File: config.mk
export PLATFORM = sky130hd
export DESIGN_NAME = rcmr_regs
export DESIGN_NICKNAME = d
export VERILOG_FILES = /design/src/design/rcmr_ontime_timer.v /design/src/design/rcmr_regs.v
export VERILOG_INCLUDE_DIRS = /design/src /design/src/design
export SDC_FILE = /design/constraint.sdc
export NUM_CORES = 1
export LEC_CHECK = 0
export BUFFER_PORTS_ARGS = -buffer_cell sky130_fd_sc_hd__buf_2
export CAP_MARGIN = 10
export CORE_ASPECT_RATIO = 2
export CORE_UTILIZATION = 55
export CTS_BUF_LIST = sky130_fd_sc_hd__clkbuf_8
export DETAILED_ROUTE_END_ITERATION = 8
export GPL_ROUTABILITY_DRIVEN = 1
export PLACE_DENSITY = 0.83
export SETUP_SLACK_MARGIN = 0.1
export SYNTH_ARGS = -nofsm -noshare
export SYNTH_HDL_FRONTEND = slang
export SYNTH_SLANG_ARGS = --single-unit
File: constraint.sdc
create_clock -name core_clk -period 3.2 [get_ports core_clk]
set_input_delay 0.32 -clock core_clk [delete_from_list [all_inputs] [get_ports core_clk]]
set_output_delay 0.32 -clock core_clk [all_outputs]
set_load 0.1 [all_outputs]
File: src/design/rcmr_defs.vh
`ifndef RCMR_DEFS_VH
`define RCMR_DEFS_VH

// ----------------------------------------------------------------------
// register indices
// ----------------------------------------------------------------------
// printed offsets are not all multiples of four: byte address = 4 * index
`define RCMR_IDX_ON_D_LOW   8'hA2
`define RCMR_IDX_ON_D_HIGH  8'hA3
`define RCMR_IDX_EXT_CMD    8'hA4
`define RCMR_IDX_CHIP_MODE_CONTROL_ONE       8'hA5
`define RCMR_IDX_CTRL       8'hB0
`define RCMR_IDX_EVENT      8'hB1
`define RCMR_IDX_STATUS     8'hB2

// ----------------------------------------------------------------------
// field positions
// ----------------------------------------------------------------------
`define RCMR_CMD_EOM        0
`define RCMR_CMD_TIMEOUT_STROBE      1
`define RCMR_CMD_FREQ       2
`define RCMR_CMD_GAIN       3
`define RCMR_CMC_XTAL       0
`define RCMR_CMC_LOCK       1
`define RCMR_CMC_FSCLR      2
`define RCMR_CMC_CYCLR      3
`define RCMR_CMC_EOMNCFG    4
`define RCMR_CMC_TOTNCH     5

// ----------------------------------------------------------------------
// reset values
// ----------------------------------------------------------------------
`define RCMR_RST_ON_LOW     8'h01
`define RCMR_RST_ON_HIGH    6'h00
`define RCMR_RST_CHIP_MODE_CONTROL_ONE       6'h04

// ----------------------------------------------------------------------
// timing
// ----------------------------------------------------------------------
`define RCMR_ON_FULL        15'h4000
`define RCMR_TUNIT_NS       1000
`define RCMR_CLK_NS         20

`endif

File: src/design/rcmr_ontime_timer.v
`timescale 1ns/1ps
`include "rcmr_defs.vh"
// ----------------------------------------------------------------------
// on-time timer: counts base time units for the polling on-time
// ----------------------------------------------------------------------
module rcmr_ontime_timer #(
  parameter UNIT_CYCLES = `RCMR_TUNIT_NS / `RCMR_CLK_NS
) (
  input  wire        core_clk,
  input  wire        reset,
  input  wire        start,
  input  wire [13:0] setting,
  output reg         active_q,
  output reg         done_q
);
  reg [15:0] pre_q;
  reg [14:0] units_q;
  wire       tick;

  // one-cycle enable pulse at each base time unit
  assign tick = (pre_q == UNIT_CYCLES[15:0] - 16'h0001);

  // setting zero means the longest span, not zero time
  always @(posedge core_clk)
  begin
    if (reset)
    begin
      pre_q    <= 16'h0000;
      units_q  <= 15'h0000;
      active_q <= 1'b0;
      done_q   <= 1'b0;
    end
    else
    begin
      done_q <= 1'b0;
      if (start)
      begin
        pre_q    <= 16'h0000;
        units_q  <= (setting == 14'h0000) ? `RCMR_ON_FULL : {1'b0, setting}; // [RULE2] [RULE3]
        active_q <= 1'b1;
      end
      else if (active_q)
      begin
        pre_q <= tick ? 16'h0000 : pre_q + 16'h0001;
        if (tick)
        begin
          units_q <= units_q - 15'h0001;
          if (units_q == 15'h0001)
          begin
            active_q <= 1'b0;
            done_q   <= 1'b1;
          end
        end
      end
    end
  end
endmodule // rcmr_ontime_timer

File: src/design/rcmr_regs.v
// Design decision made here: the APB interface to the registers.
`timescale 1ns/1ps
`include "rcmr_defs.vh"
// Function
// (RULE1) on-time setting is high six bits joined above low eight bits
// (RULE2) on-time lasts setting times base time unit
// (RULE3) setting zero means 16384 base time units
// (RULE4) command bit 3 freezes gain control when source is host command
// (RULE5) command bit 2 freezes frequency control when source is host command
// (RULE6) command bit 1 forces timeout strobe only when selection is 1 or 2
// (RULE7) command bit 0 forces end-of-message strobe only when selection is 1 or 2
// (RULE8) bit 3 clears FIFO at operation start in slave run mode
// (RULE9) bit 3 clears FIFO at wakeup entering self-polling run mode
// (RULE10) bit 2 clears FIFO at each frame start, enabled after reset
// (RULE11) bit 1 locks FIFO at end of message
// (RULE12) locked FIFO also halts the receive chain until release
// (RULE13) bit 0 enables crystal precision in sleep, off after reset
// (RULE14) chip-mode register resets to 04, bits 7:6 read zero
// (RULE15) command bits are single-shot and clear themselves
module rcmr_regs #(
  parameter UNIT_CYCLES = `RCMR_TUNIT_NS / `RCMR_CLK_NS
) (
  input  wire        core_clk,
  input  wire        reset,
  input  wire        psel,
  input  wire        penable,
  input  wire        pwrite,
  input  wire [11:0] paddr,
  input  wire [31:0] pwdata,
  output reg         pready,
  output reg  [31:0] prdata,
  output reg         pslverr,
  input  wire        gain_freeze_source,
  input  wire        freq_freeze_source,
  input  wire [1:0]  external_processing_select,
  input  wire        slave_run_start,
  input  wire        wakeup_found,
  input  wire        frame_start,
  input  wire        message_end,
  input  wire        timeout_strobe,
  output reg         gain_manual_freeze_q,
  output reg         freq_manual_freeze_q,
  output reg         force_timeout_strobe_q,
  output reg         force_message_end_q,
  output reg         fifo_clear_q,
  output reg         fifo_locked_q,
  output reg         rx_chain_halt_q,
  output reg         crystal_precision_sleep_q,
  output reg  [5:0]  chip_mode_q,
  output reg         on_time_active_q,
  output reg         on_time_done_q
);
  // ----------------------------------------------------------------------
  // decode
  // ----------------------------------------------------------------------
  function is_reg;
    input [11:0] a;
    input [7:0]  idx;
    begin
      is_reg = (a == {2'b00, idx, 2'b00});
    end
  endfunction

  function ext_mode;
    input [1:0] sel;
    begin
      ext_mode = (sel == 2'b01) || (sel == 2'b10);
    end
  endfunction

  reg  [7:0]  on_low_q;
  reg  [5:0]  on_high_q;
  reg  [5:0]  chip_mode_control_one_q;
  reg         lock_release_q;
  reg  [3:0]  cmd_q;
  wire        wr;
  wire        rd_ok;
  wire [13:0] on_time_d_setting;
  wire        tmr_active;
  wire        tmr_done;
  reg  [31:0] rdata_d;
  reg         hit_d;

  // one wait state; a write lands only at the edge where pready is seen high
  assign wr = psel && penable && pwrite && pready;
  assign rd_ok = psel && penable && !pwrite && !pready;
  assign on_time_d_setting = {on_high_q, on_low_q}; // [RULE1]

  // ----------------------------------------------------------------------
  // bus slave
  // ----------------------------------------------------------------------
  always @*
  begin
    hit_d   = 1'b1;
    rdata_d = 32'h0000_0000;
    if (is_reg(paddr, `RCMR_IDX_ON_D_LOW))
      rdata_d = {24'h000000, on_low_q};
    else if (is_reg(paddr, `RCMR_IDX_ON_D_HIGH))
      rdata_d = {26'h0000000, on_high_q};
    else if (is_reg(paddr, `RCMR_IDX_EXT_CMD))
      rdata_d = {28'h0000000, cmd_q};
    else if (is_reg(paddr, `RCMR_IDX_CHIP_MODE_CONTROL_ONE))
      rdata_d = {26'h0000000, chip_mode_control_one_q}; // [RULE14]
    else if (is_reg(paddr, `RCMR_IDX_CTRL) || is_reg(paddr, `RCMR_IDX_EVENT))
      rdata_d = 32'h0000_0000;
    else if (is_reg(paddr, `RCMR_IDX_STATUS))
      rdata_d = {29'h00000000, tmr_active, fifo_locked_q, rx_chain_halt_q};
    else
      hit_d = 1'b0;
  end

  // pready is a one-cycle pulse to end each access
  always @(posedge core_clk)
  begin
    if (reset)
    begin
      pready  <= 1'b0;
      prdata  <= 32'h0000_0000;
      pslverr <= 1'b0;
    end
    else
    begin
      pready  <= psel && penable && !pready;
      pslverr <= psel && penable && !pready && !hit_d;
      if (rd_ok)
        prdata <= rdata_d;
    end
  end

  // ----------------------------------------------------------------------
  // configuration registers
  // ----------------------------------------------------------------------
  always @(posedge core_clk)
  begin
    if (reset)
    begin
      on_low_q  <= `RCMR_RST_ON_LOW;
      on_high_q <= `RCMR_RST_ON_HIGH;
      chip_mode_control_one_q    <= `RCMR_RST_CHIP_MODE_CONTROL_ONE; // [RULE10] [RULE13] [RULE14]
    end
    else if (wr)
    begin
      if (is_reg(paddr, `RCMR_IDX_ON_D_LOW))
        on_low_q <= pwdata[7:0];
      if (is_reg(paddr, `RCMR_IDX_ON_D_HIGH))
        on_high_q <= pwdata[5:0];
      if (is_reg(paddr, `RCMR_IDX_CHIP_MODE_CONTROL_ONE))
        chip_mode_control_one_q <= pwdata[5:0]; // bits 7:6 are dropped
    end
  end

  // ----------------------------------------------------------------------
  // single-shot commands
  // ----------------------------------------------------------------------
  // a command bit lives one cycle, then clears itself
  always @(posedge core_clk)
  begin
    if (reset)
      cmd_q <= 4'h0;
    else if (wr && is_reg(paddr, `RCMR_IDX_EXT_CMD))
      cmd_q <= pwdata[3:0];
    else
      cmd_q <= 4'h0; // [RULE15]
  end

  // gated command strobes and freeze levels; freeze holds until the
  // source is moved off host command, since the request is single-shot
  always @(posedge core_clk)
  begin
    if (reset)
    begin
      gain_manual_freeze_q   <= 1'b0;
      freq_manual_freeze_q   <= 1'b0;
      force_timeout_strobe_q <= 1'b0;
      force_message_end_q    <= 1'b0;
    end
    else
    begin
      if (!gain_freeze_source)
        gain_manual_freeze_q <= 1'b0;
      else if (cmd_q[`RCMR_CMD_GAIN])
        gain_manual_freeze_q <= 1'b1; // [RULE4]
      if (!freq_freeze_source)
        freq_manual_freeze_q <= 1'b0;
      else if (cmd_q[`RCMR_CMD_FREQ])
        freq_manual_freeze_q <= 1'b1; // [RULE5]
      force_timeout_strobe_q <= cmd_q[`RCMR_CMD_TIMEOUT_STROBE]
        && ext_mode(external_processing_select); // [RULE6]
      force_message_end_q <= cmd_q[`RCMR_CMD_EOM]
        && ext_mode(external_processing_select); // [RULE7]
    end
  end

  // ----------------------------------------------------------------------
  // FIFO control
  // ----------------------------------------------------------------------
  wire eom_any;
  assign eom_any = message_end || (cmd_q[`RCMR_CMD_EOM] && ext_mode(external_processing_select));

  // a write with bit 0 set to the event register releases the FIFO lock
  always @(posedge core_clk)
  begin
    if (reset)
      lock_release_q <= 1'b0;
    else
      lock_release_q <= wr && is_reg(paddr, `RCMR_IDX_EVENT) && pwdata[0];
  end

  // lock wins over a release in the same cycle so no message end is lost
  always @(posedge core_clk)
  begin
    if (reset)
    begin
      fifo_clear_q    <= 1'b0;
      fifo_locked_q   <= 1'b0;
      rx_chain_halt_q <= 1'b0;
    end
    else
    begin
      fifo_clear_q <= (chip_mode_control_one_q[`RCMR_CMC_CYCLR] && slave_run_start) // [RULE8]
        || (chip_mode_control_one_q[`RCMR_CMC_CYCLR] && wakeup_found)                // [RULE9]
        || (chip_mode_control_one_q[`RCMR_CMC_FSCLR] && frame_start);                // [RULE10]
      if (chip_mode_control_one_q[`RCMR_CMC_LOCK] && eom_any)
      begin
        fifo_locked_q   <= 1'b1; // [RULE11]
        rx_chain_halt_q <= 1'b1; // [RULE12]
      end
      else if (lock_release_q || !chip_mode_control_one_q[`RCMR_CMC_LOCK])
      begin
        fifo_locked_q   <= 1'b0;
        rx_chain_halt_q <= 1'b0;
      end
    end
  end

  // ----------------------------------------------------------------------
  // mode outputs
  // ----------------------------------------------------------------------
  always @(posedge core_clk)
  begin
    if (reset)
    begin
      crystal_precision_sleep_q <= 1'b0;
      chip_mode_q               <= `RCMR_RST_CHIP_MODE_CONTROL_ONE;
      on_time_active_q          <= 1'b0;
      on_time_done_q            <= 1'b0;
    end
    else
    begin
      crystal_precision_sleep_q <= chip_mode_control_one_q[`RCMR_CMC_XTAL]; // [RULE13]
      chip_mode_q               <= chip_mode_control_one_q;
      on_time_active_q          <= tmr_active;
      on_time_done_q            <= tmr_done;
    end
  end

  // on-time timer starts on a write with bit 0 set to the control register
  rcmr_ontime_timer #(
    .UNIT_CYCLES (UNIT_CYCLES)
  ) u_timer (
    .core_clk (core_clk),
    .reset    (reset),
    .start    (wr && is_reg(paddr, `RCMR_IDX_CTRL) && pwdata[0]),
    .setting  (on_time_d_setting),
    .active_q (tmr_active),
    .done_q   (tmr_done)
  );
endmodule // rcmr_regs

==> impl_results.md, run 1 <==
- Share of the synthesized area in the top cell type: 42.2%
- Final std cells w/o fill: 577
- Die extent in y: 121 um
- Post-synth cell types: 59
- Clk_lat worst skew: 0.35 ns
- Commonest non-fill, non-tap cell in the layout: dfxtp_1
- Power Density: approximately 450 mW/mm^2
- Required time at the worst-slack endpoint: 3.43 ns
- Clock buffer depth: 2
- Period utilisation layout: 71.3%
- Mean post-synth cell area: 9.05 um^2
- Worst EP arrival: 2.51 ns
- Max-slew violation count: 0
- Syn Inst Count: 430
- Peak Freq: 438 MHz
- Final nets: 544
- Placer congestion estimate: 0.946
- N_diodes: 0
- Remaining DRCs: 0
- Min Tclk post-route: 2.28 ns
- Antenna violations before repair: 0
- Drt initial violations: 150
- Grt ovf: 0
- Worst hold path type: in -> reg
- Sequential fraction of the synthesis area: 42.2%
- Status: finished clean
- First-pass GRT wire length: approximately 14 mm
- Leakage power: 0.00170 uW
- Setup TNS: 0 ns
- Root Buffer: clkbuf_8
- Final setup margin: 0.919 ns
- Final Hold Viols: 0
- Post-DP HPWL: 6.57 mm
- Ys async rst share: 0%
- RSZ-0062 raised after global routing: no
- Setup violators final: 0
- H-tree levels: 3
- Detail Route Antenna Nets: 0
- Synth Register Bits: 82
- Routed wire length: 8.74 mm
- Pin count of the biggest net entering global routing: 45
- Slew HR: 46.8%
- Crit. End Element: flop
- Top-level I/O count: 108
- Wire per inst: 15.1 um
- CTS tree: yes
- Clock-pin slew on the worst setup and hold paths: about 0.09 ns
- Row Count: 43
- Placed Cells incl. Taps: ~560
- Dpl ws: slightly below 0.8 ns
- Synth area leader: dfxtp_1
- Layout cell share with drive strength beyond 1: a little under a fifth
- Area growth, synth to finish: 11.0%
- Post-cts sizing count: 0
- Sink Count: 82
- Maxcap violations: 0
- Starting Density: 56.5%
- Post-CTS Setup Inserts: 0
- Port bufs: 58
- Startpoint types: flop
- Commonest non-fill, non-tap cells in the layout: dfxtp_1, nor2_1, buf_2, conb_1
- WS Path Type: reg -> reg
- Die W: approximately 61 um
- Vias: 3201
- Max VDD drop: 0.340 mV
- Final Skew: 0.00915 ns
- Vias/cell: 5.55
- Die area: ~0.0074 mm^2
- Mapped cell area: 0.00389 mm^2
- Hold Buf Count CTS: 0
- Hold path cells: 2
- Initial DRT Pass Iterations: 4
- Core area: 0.00689 mm^2
- Worst Tran Pin Value: 0.791 ns
- CP Max Fanout: 16
- Synth area leaders: dfxtp_1, mux2i_1, nor2_1, xor2_1, buf_4
- Synth Flop Type: dfxtp_1
- Ys Warns: 0
- Reg2reg path depth: 6
- Inserted Clock Buffers: 9
- Vias in the first global route: 3030
- EDFF count, synth: 0
- Tot GR Track Use: 25.0%
## sequential cells by signal, summed over array words and instances (netlist names), 4 cells and up
signal and cells:
u_timer.pre_q 16, chip_mode_control_one_q 6, on_high_q 6, u_timer.units_q 15, prdata 8, chip_mode_q 6
cmd_q 4, on_low_q 8
## final timing paths
check,from,endpoint,slack (ns)
worst max-delay path,u_timer.pre_q[0]$_SDFFE_PP0P_,u_timer.pre_q[14]$_SDFFE_PP0P_,0.92
worst min-delay path,message_end,rx_chain_halt_q$_SDFFE_PP0P_,0.18
worst min register to register,u_timer.done_q$_SDFF_PP0_,on_time_done_q$_SDFF_PP0_,0.45
worst max register to register,u_timer.pre_q[0]$_SDFFE_PP0P_,u_timer.pre_q[14]$_SDFFE_PP0P_,0.92
## critical path: stages (launching register included)
cell and delay (ns):
dfxtp_1 0.40, ha_1 0.19, or4b_1 0.50, nor4_4 0.22, buf_4 0.25, or3_1 0.47, nor2_1 0.11
## where the power goes
group / total (uW) / internal (uW) / switching, uW
sequential: 1020 / 1020 / 1.47
combinational: 225 / 29.8 / 196
clock: 698 / 293 / 404
## per-layer routing
metal / GRT usage (%) / vias up / wire [um]
met5: 0 / - / 0
met4: 18.3 / 0 / 534
li1: - / 1565 / -
met2: 42.9 / 111 / 4690
met1: 24.9 / 1496 / 3160
met3: 5.01 / 29 / 354
## cell usage after synthesis, types with 11 or more instances
cell and instances:
nor2b_1 11, a211oi_1 15, nor2_1 61, nor3_1 13
buf_4 26, dfxtp_1 82, nand2_1 18, xor2_1 23
nand4_1 13, mux2i_1 23, a21oi_1 12
## layout make-up
| type | instances | area (um^2) |
|---|---|---|
| timing repair buffer | 63 | 328 |
| clock inverter | 7 | 60.1 |
| tap | 90 | 113 |
| clock buffer | 9 | 124 |
| multi-input combinational | 316 | 2020 |
| fill | 626 | 2560 |
| sequential | 82 | 1640 |
| inverter | 10 | 37.5 |
## cell families (layout without fill, tap and decap cells)
| group | after synthesis | in the layout | synth area share, % |
|---|---|---|---|
| AOI/OAI and AO/OA | 51 | 51 | 9.00 |
| adders and majority gates | 4 | 4 | 1.29 |
| buffers and inverters | 55 | 89 | 8.20 |
| xor gates and xnor gates | 30 | 30 | 6.75 |
| DFF | 82 | 82 | 42.2 |
| and+or+nand+nor | 183 | 183 | 26.3 |
| other | 1 | 24 | 0.0963 |
| muxes | 24 | 24 | 6.20 |
## metrics by stage
step	hold slack [ns]	power (uW)	utilization, %	area (um^2)
6_report	0.182	1950	62.8	4320
2_1_floorplan	0.414	1260	-	3980
5_1_grt	0.170	2010	62.8	4320
3_3_place_gp	0.431	1270	60.1	4140
4_1_cts	0.166	1960	62.8	4320
3_5_place_dp	0.433	1270	60.1	4140
Power figures use the tool's default switching activity.
==> run 2, diff against run 1 <==
CORE_UTILIZATION = 54   (was 55)
PLACE_DENSITY = 0.82   (was 0.83)
clock period = 2.3 ns   (was 3.2 ns; I/O delays follow)
==> impl_results.md, run 2 (same netlist as run 1, synthesis figures left out) <==
- Setup TNS: 0 ns (unchanged)
- Slew HR: 46.2% (-0.65 points)
- Total chip power: 2900 uW (+49%)
- Hold_sp: freq_freeze_source
- Largest registers: u_timer.pre_q: 16 flops, u_timer.units_q: 15 flops
- Die extent in y: 122 um (+0.91%)
- Post-DP HPWL: 7.13 mm (+8.4%)
- Clk_lat worst skew: 0.35 ns (about the same)
- Root Buffer: clkbuf_8
- Finished Core Util: 65.2% (+2.4 points)
- Max reg flops: 16 (unchanged)
- Crit. End Element: flop
- Maxcap violations: 0 (unchanged)
- Critical-path top delay cell: or4_4
- Required time at the worst-slack endpoint: 2.56 ns (-0.87 ns)
- Pin count of the biggest net entering global routing: 36 (-20%)
- Final nets: 557 (+2.4%)
- Sink Count: 82 (unchanged)
- Placer congestion estimate: 0.897 (-5.2%)
- Switch share: 28.2% (-2.7 points)
- Clock buffer depth: 2 (unchanged)
- Die area: 0.00757 mm^2 (+1.8%)
- Final Hold Viols: 0 (unchanged)
- Area growth, synth to finish: 16.2%
- Wire per inst: 15.7 um (+3.9%)
- WS Path Type: reg -> reg
- Clock network power share: 40.0% (+4.2 points)
- Core area: 0.00694 mm^2 (+0.78%)
- Max VDD drop: 0.502 mV (+47%)
- P_int: 2090 uW (+55%)
- Commonest non-fill, non-tap cells in the layout: dfxtp_1, nor2_1, buf_2, conb_1
- Clock-pin slew on the worst setup and hold paths: 0.09 ns (about the same)
- Drt initial violations: 108 (-28%)
- Vias/cell: 5.52 (-0.43%)
- Worst hold path type: in -> reg
- Worst Tran Pin Value: 0.801 ns (+0.00971 ns)
- Peak Freq: 476 MHz (+8.5%)
- CTS tree: yes
- Reg-to-reg slack, setup: 0.20 ns (-0.72 ns)
- Commonest non-fill, non-tap cell in the layout: dfxtp_1
- Vias: 3259 (+1.8%)
- Period utilisation layout: 91.4% (+20 points)
- Die W: 62.0 um (+0.89%)
- H-tree levels: 3 (unchanged)
- Sequential Power Share: 49.0% (-3.6 points)
- Port bufs: 58 (unchanged)
- Vias in the first global route: 3267 (+7.8%)
- N_diodes: 0 (unchanged)
- RSZ-0062 raised after global routing: no
- CP Max Fanout: 8 (-8)
- Antenna violations before repair: 0 (unchanged)
- Hold Buf Count CTS: 0 (unchanged)
- Inserted Clock Buffers: 9 (unchanged)
- Final Skew: 0.00831 ns (-0.000841 ns)
- Tot GR Track Use: 26.4% (+1.4 points)
- Grt ovf: 0 (unchanged)
- First-pass GRT wire length: 14.5 mm (+5.5%)
- Reg2reg path depth: 6 (unchanged)
- Crit path largest cell delay: 0.56 ns (+0.06 ns)
- Net switching power: 818 uW (+36%)
- CP cell instances: or4_4 > nor4_4 > buf_6 > nand4_1 > xor2_1 > a211oi_1
- Detail Route Antenna Nets: 0 (unchanged)
- Layout cell share with drive strength beyond 1: 23.0% (+4.1 points)
- Reg-to-reg critical path startpoint: u_timer.pre_q[3]$_SDFFE_PP0P_
- Setup violators final: 0 (unchanged)
- Fillers: 593 (-5.3%)
- Startpoint types: flop
- Initial DRT Pass Iterations: 4 (unchanged)
- Critical Path Start: u_timer.pre_q[3]$_SDFFE_PP0P_
- Starting Density: 56.1% (-0.44 points)
- CP endpoint: u_timer.units_q[6]$_SDFFE_PP0P_
- Most flops, register: u_timer.pre_q
- Remaining DRCs: 0 (unchanged)
- Leakage power: 0.00181 uW (+6.4%)
- Min Tclk post-route: 2.10 ns (-0.179 ns)
- Power Density: 642 mW/mm^2 (+43%)
- Reg2reg end: u_timer.units_q[6]$_SDFFE_PP0P_
- Routed wire length: 9.28 mm (+6.2%)
- Max-slew violation count: 0 (unchanged)
- Worst EP arrival: 2.36 ns (-0.15 ns)
- Status: finished clean
- Top-level I/O count: 108 (unchanged)
- Comb pwr share: 11.0% (-0.6 points)
- Row Count: 43 (unchanged)
run 2: cell types whose count changed in the layout (fill, tap and decap cells not counted), sizes merged:
cell / previous run / this run
buf: 63 / 76
bufinv: 0 / 2
clkinvlp: 3 / 2
inv: 13 / 12
run 2: worst max-delay path: cells and delay by family (launching register included):
family / cells / cell delay (ns)
buf+inv: 1 / 0.19
xor+xnor: 1 / 0.17
flops: 1 / 0.36
simple gates: 3 / 1.05
compound gates: 1 / 0.24
run 2: area by class of cell:
class / count / area [um^2] / share of cell area [%]
clock buffers: 9 / 124 / 2.74
well taps: 90 / 113 / 2.49
multi-input cells: 316 / 2040 / 45.1
flip-flops and latches: 82 / 1650 / 36.6
inverters: 10 / 37.5 / 0.830
clock inverters: 7 / 101 / 2.24
repair buffers: 76 / 454 / 10.0
run 2: repair_timing:
action / CTS / global route
buffers inserted: 0 / 1
gates resized for setup: 0 / 14
endpoints found under the hold margin: 0 / 0
endpoints found under the setup margin: 0 / 13
run 2: worst min-delay path by stage:
stage	to	cells after the start
after floorplan	cmd_q[0]$_SDFF_PP0_	1
after global placement	on_time_done_q$_SDFF_PP0_	1
after detailed placement	on_time_done_q$_SDFF_PP0_	1
after CTS	freq_manual_freeze_q$_SDFFE_PP0P_	2
after global routing	rx_chain_halt_q$_SDFFE_PP0P_	2
final	freq_manual_freeze_q$_SDFFE_PP0P_	2
run 2: routing by layer:
layer / vias up / part of all wire, % / GRT usage (%)
li1: 1592 / - / -
met1: 1547 / 35 / 24.4
met2: 91 / 57 / 47.5
met3: 29 / 3.4 / 6.48
met4: 0 / 4.7 / 16.9
met5: - / 0 / 0
run 2: power by group through the flow:
| stage | Clock (uW) | Combinational (uW) | Sequential, uW |
|---|---|---|---|
| CTS | 1190 | 318 | 1420 |
| detailed placement | 0 | 318 | 1460 |
| global route | 1230 | 335 | 1420 |
| global placement | 0 | 314 | 1460 |
| floorplan | 0 | 260 | 1490 |
| finish | 1160 | 320 | 1420 |
run 2: metrics by stage:
| stage | instances | cell area [um^2] | hold WS (ns) | worst slack (ns) |
|---|---|---|---|---|
| floorplan | 453 | 3980 | 0.352 | 0.205 |
| global placement | 572 | 4250 | 0.435 | 0.0831 |
| detailed placement | 572 | 4250 | 0.429 | 0.0600 |
| CTS | 588 | 4470 | 0.0663 | 0.113 |
| global route | 590 | 4520 | 0.0721 | 0.114 |
| finish | 590 | 4520 | 0.0877 | 0.198 |
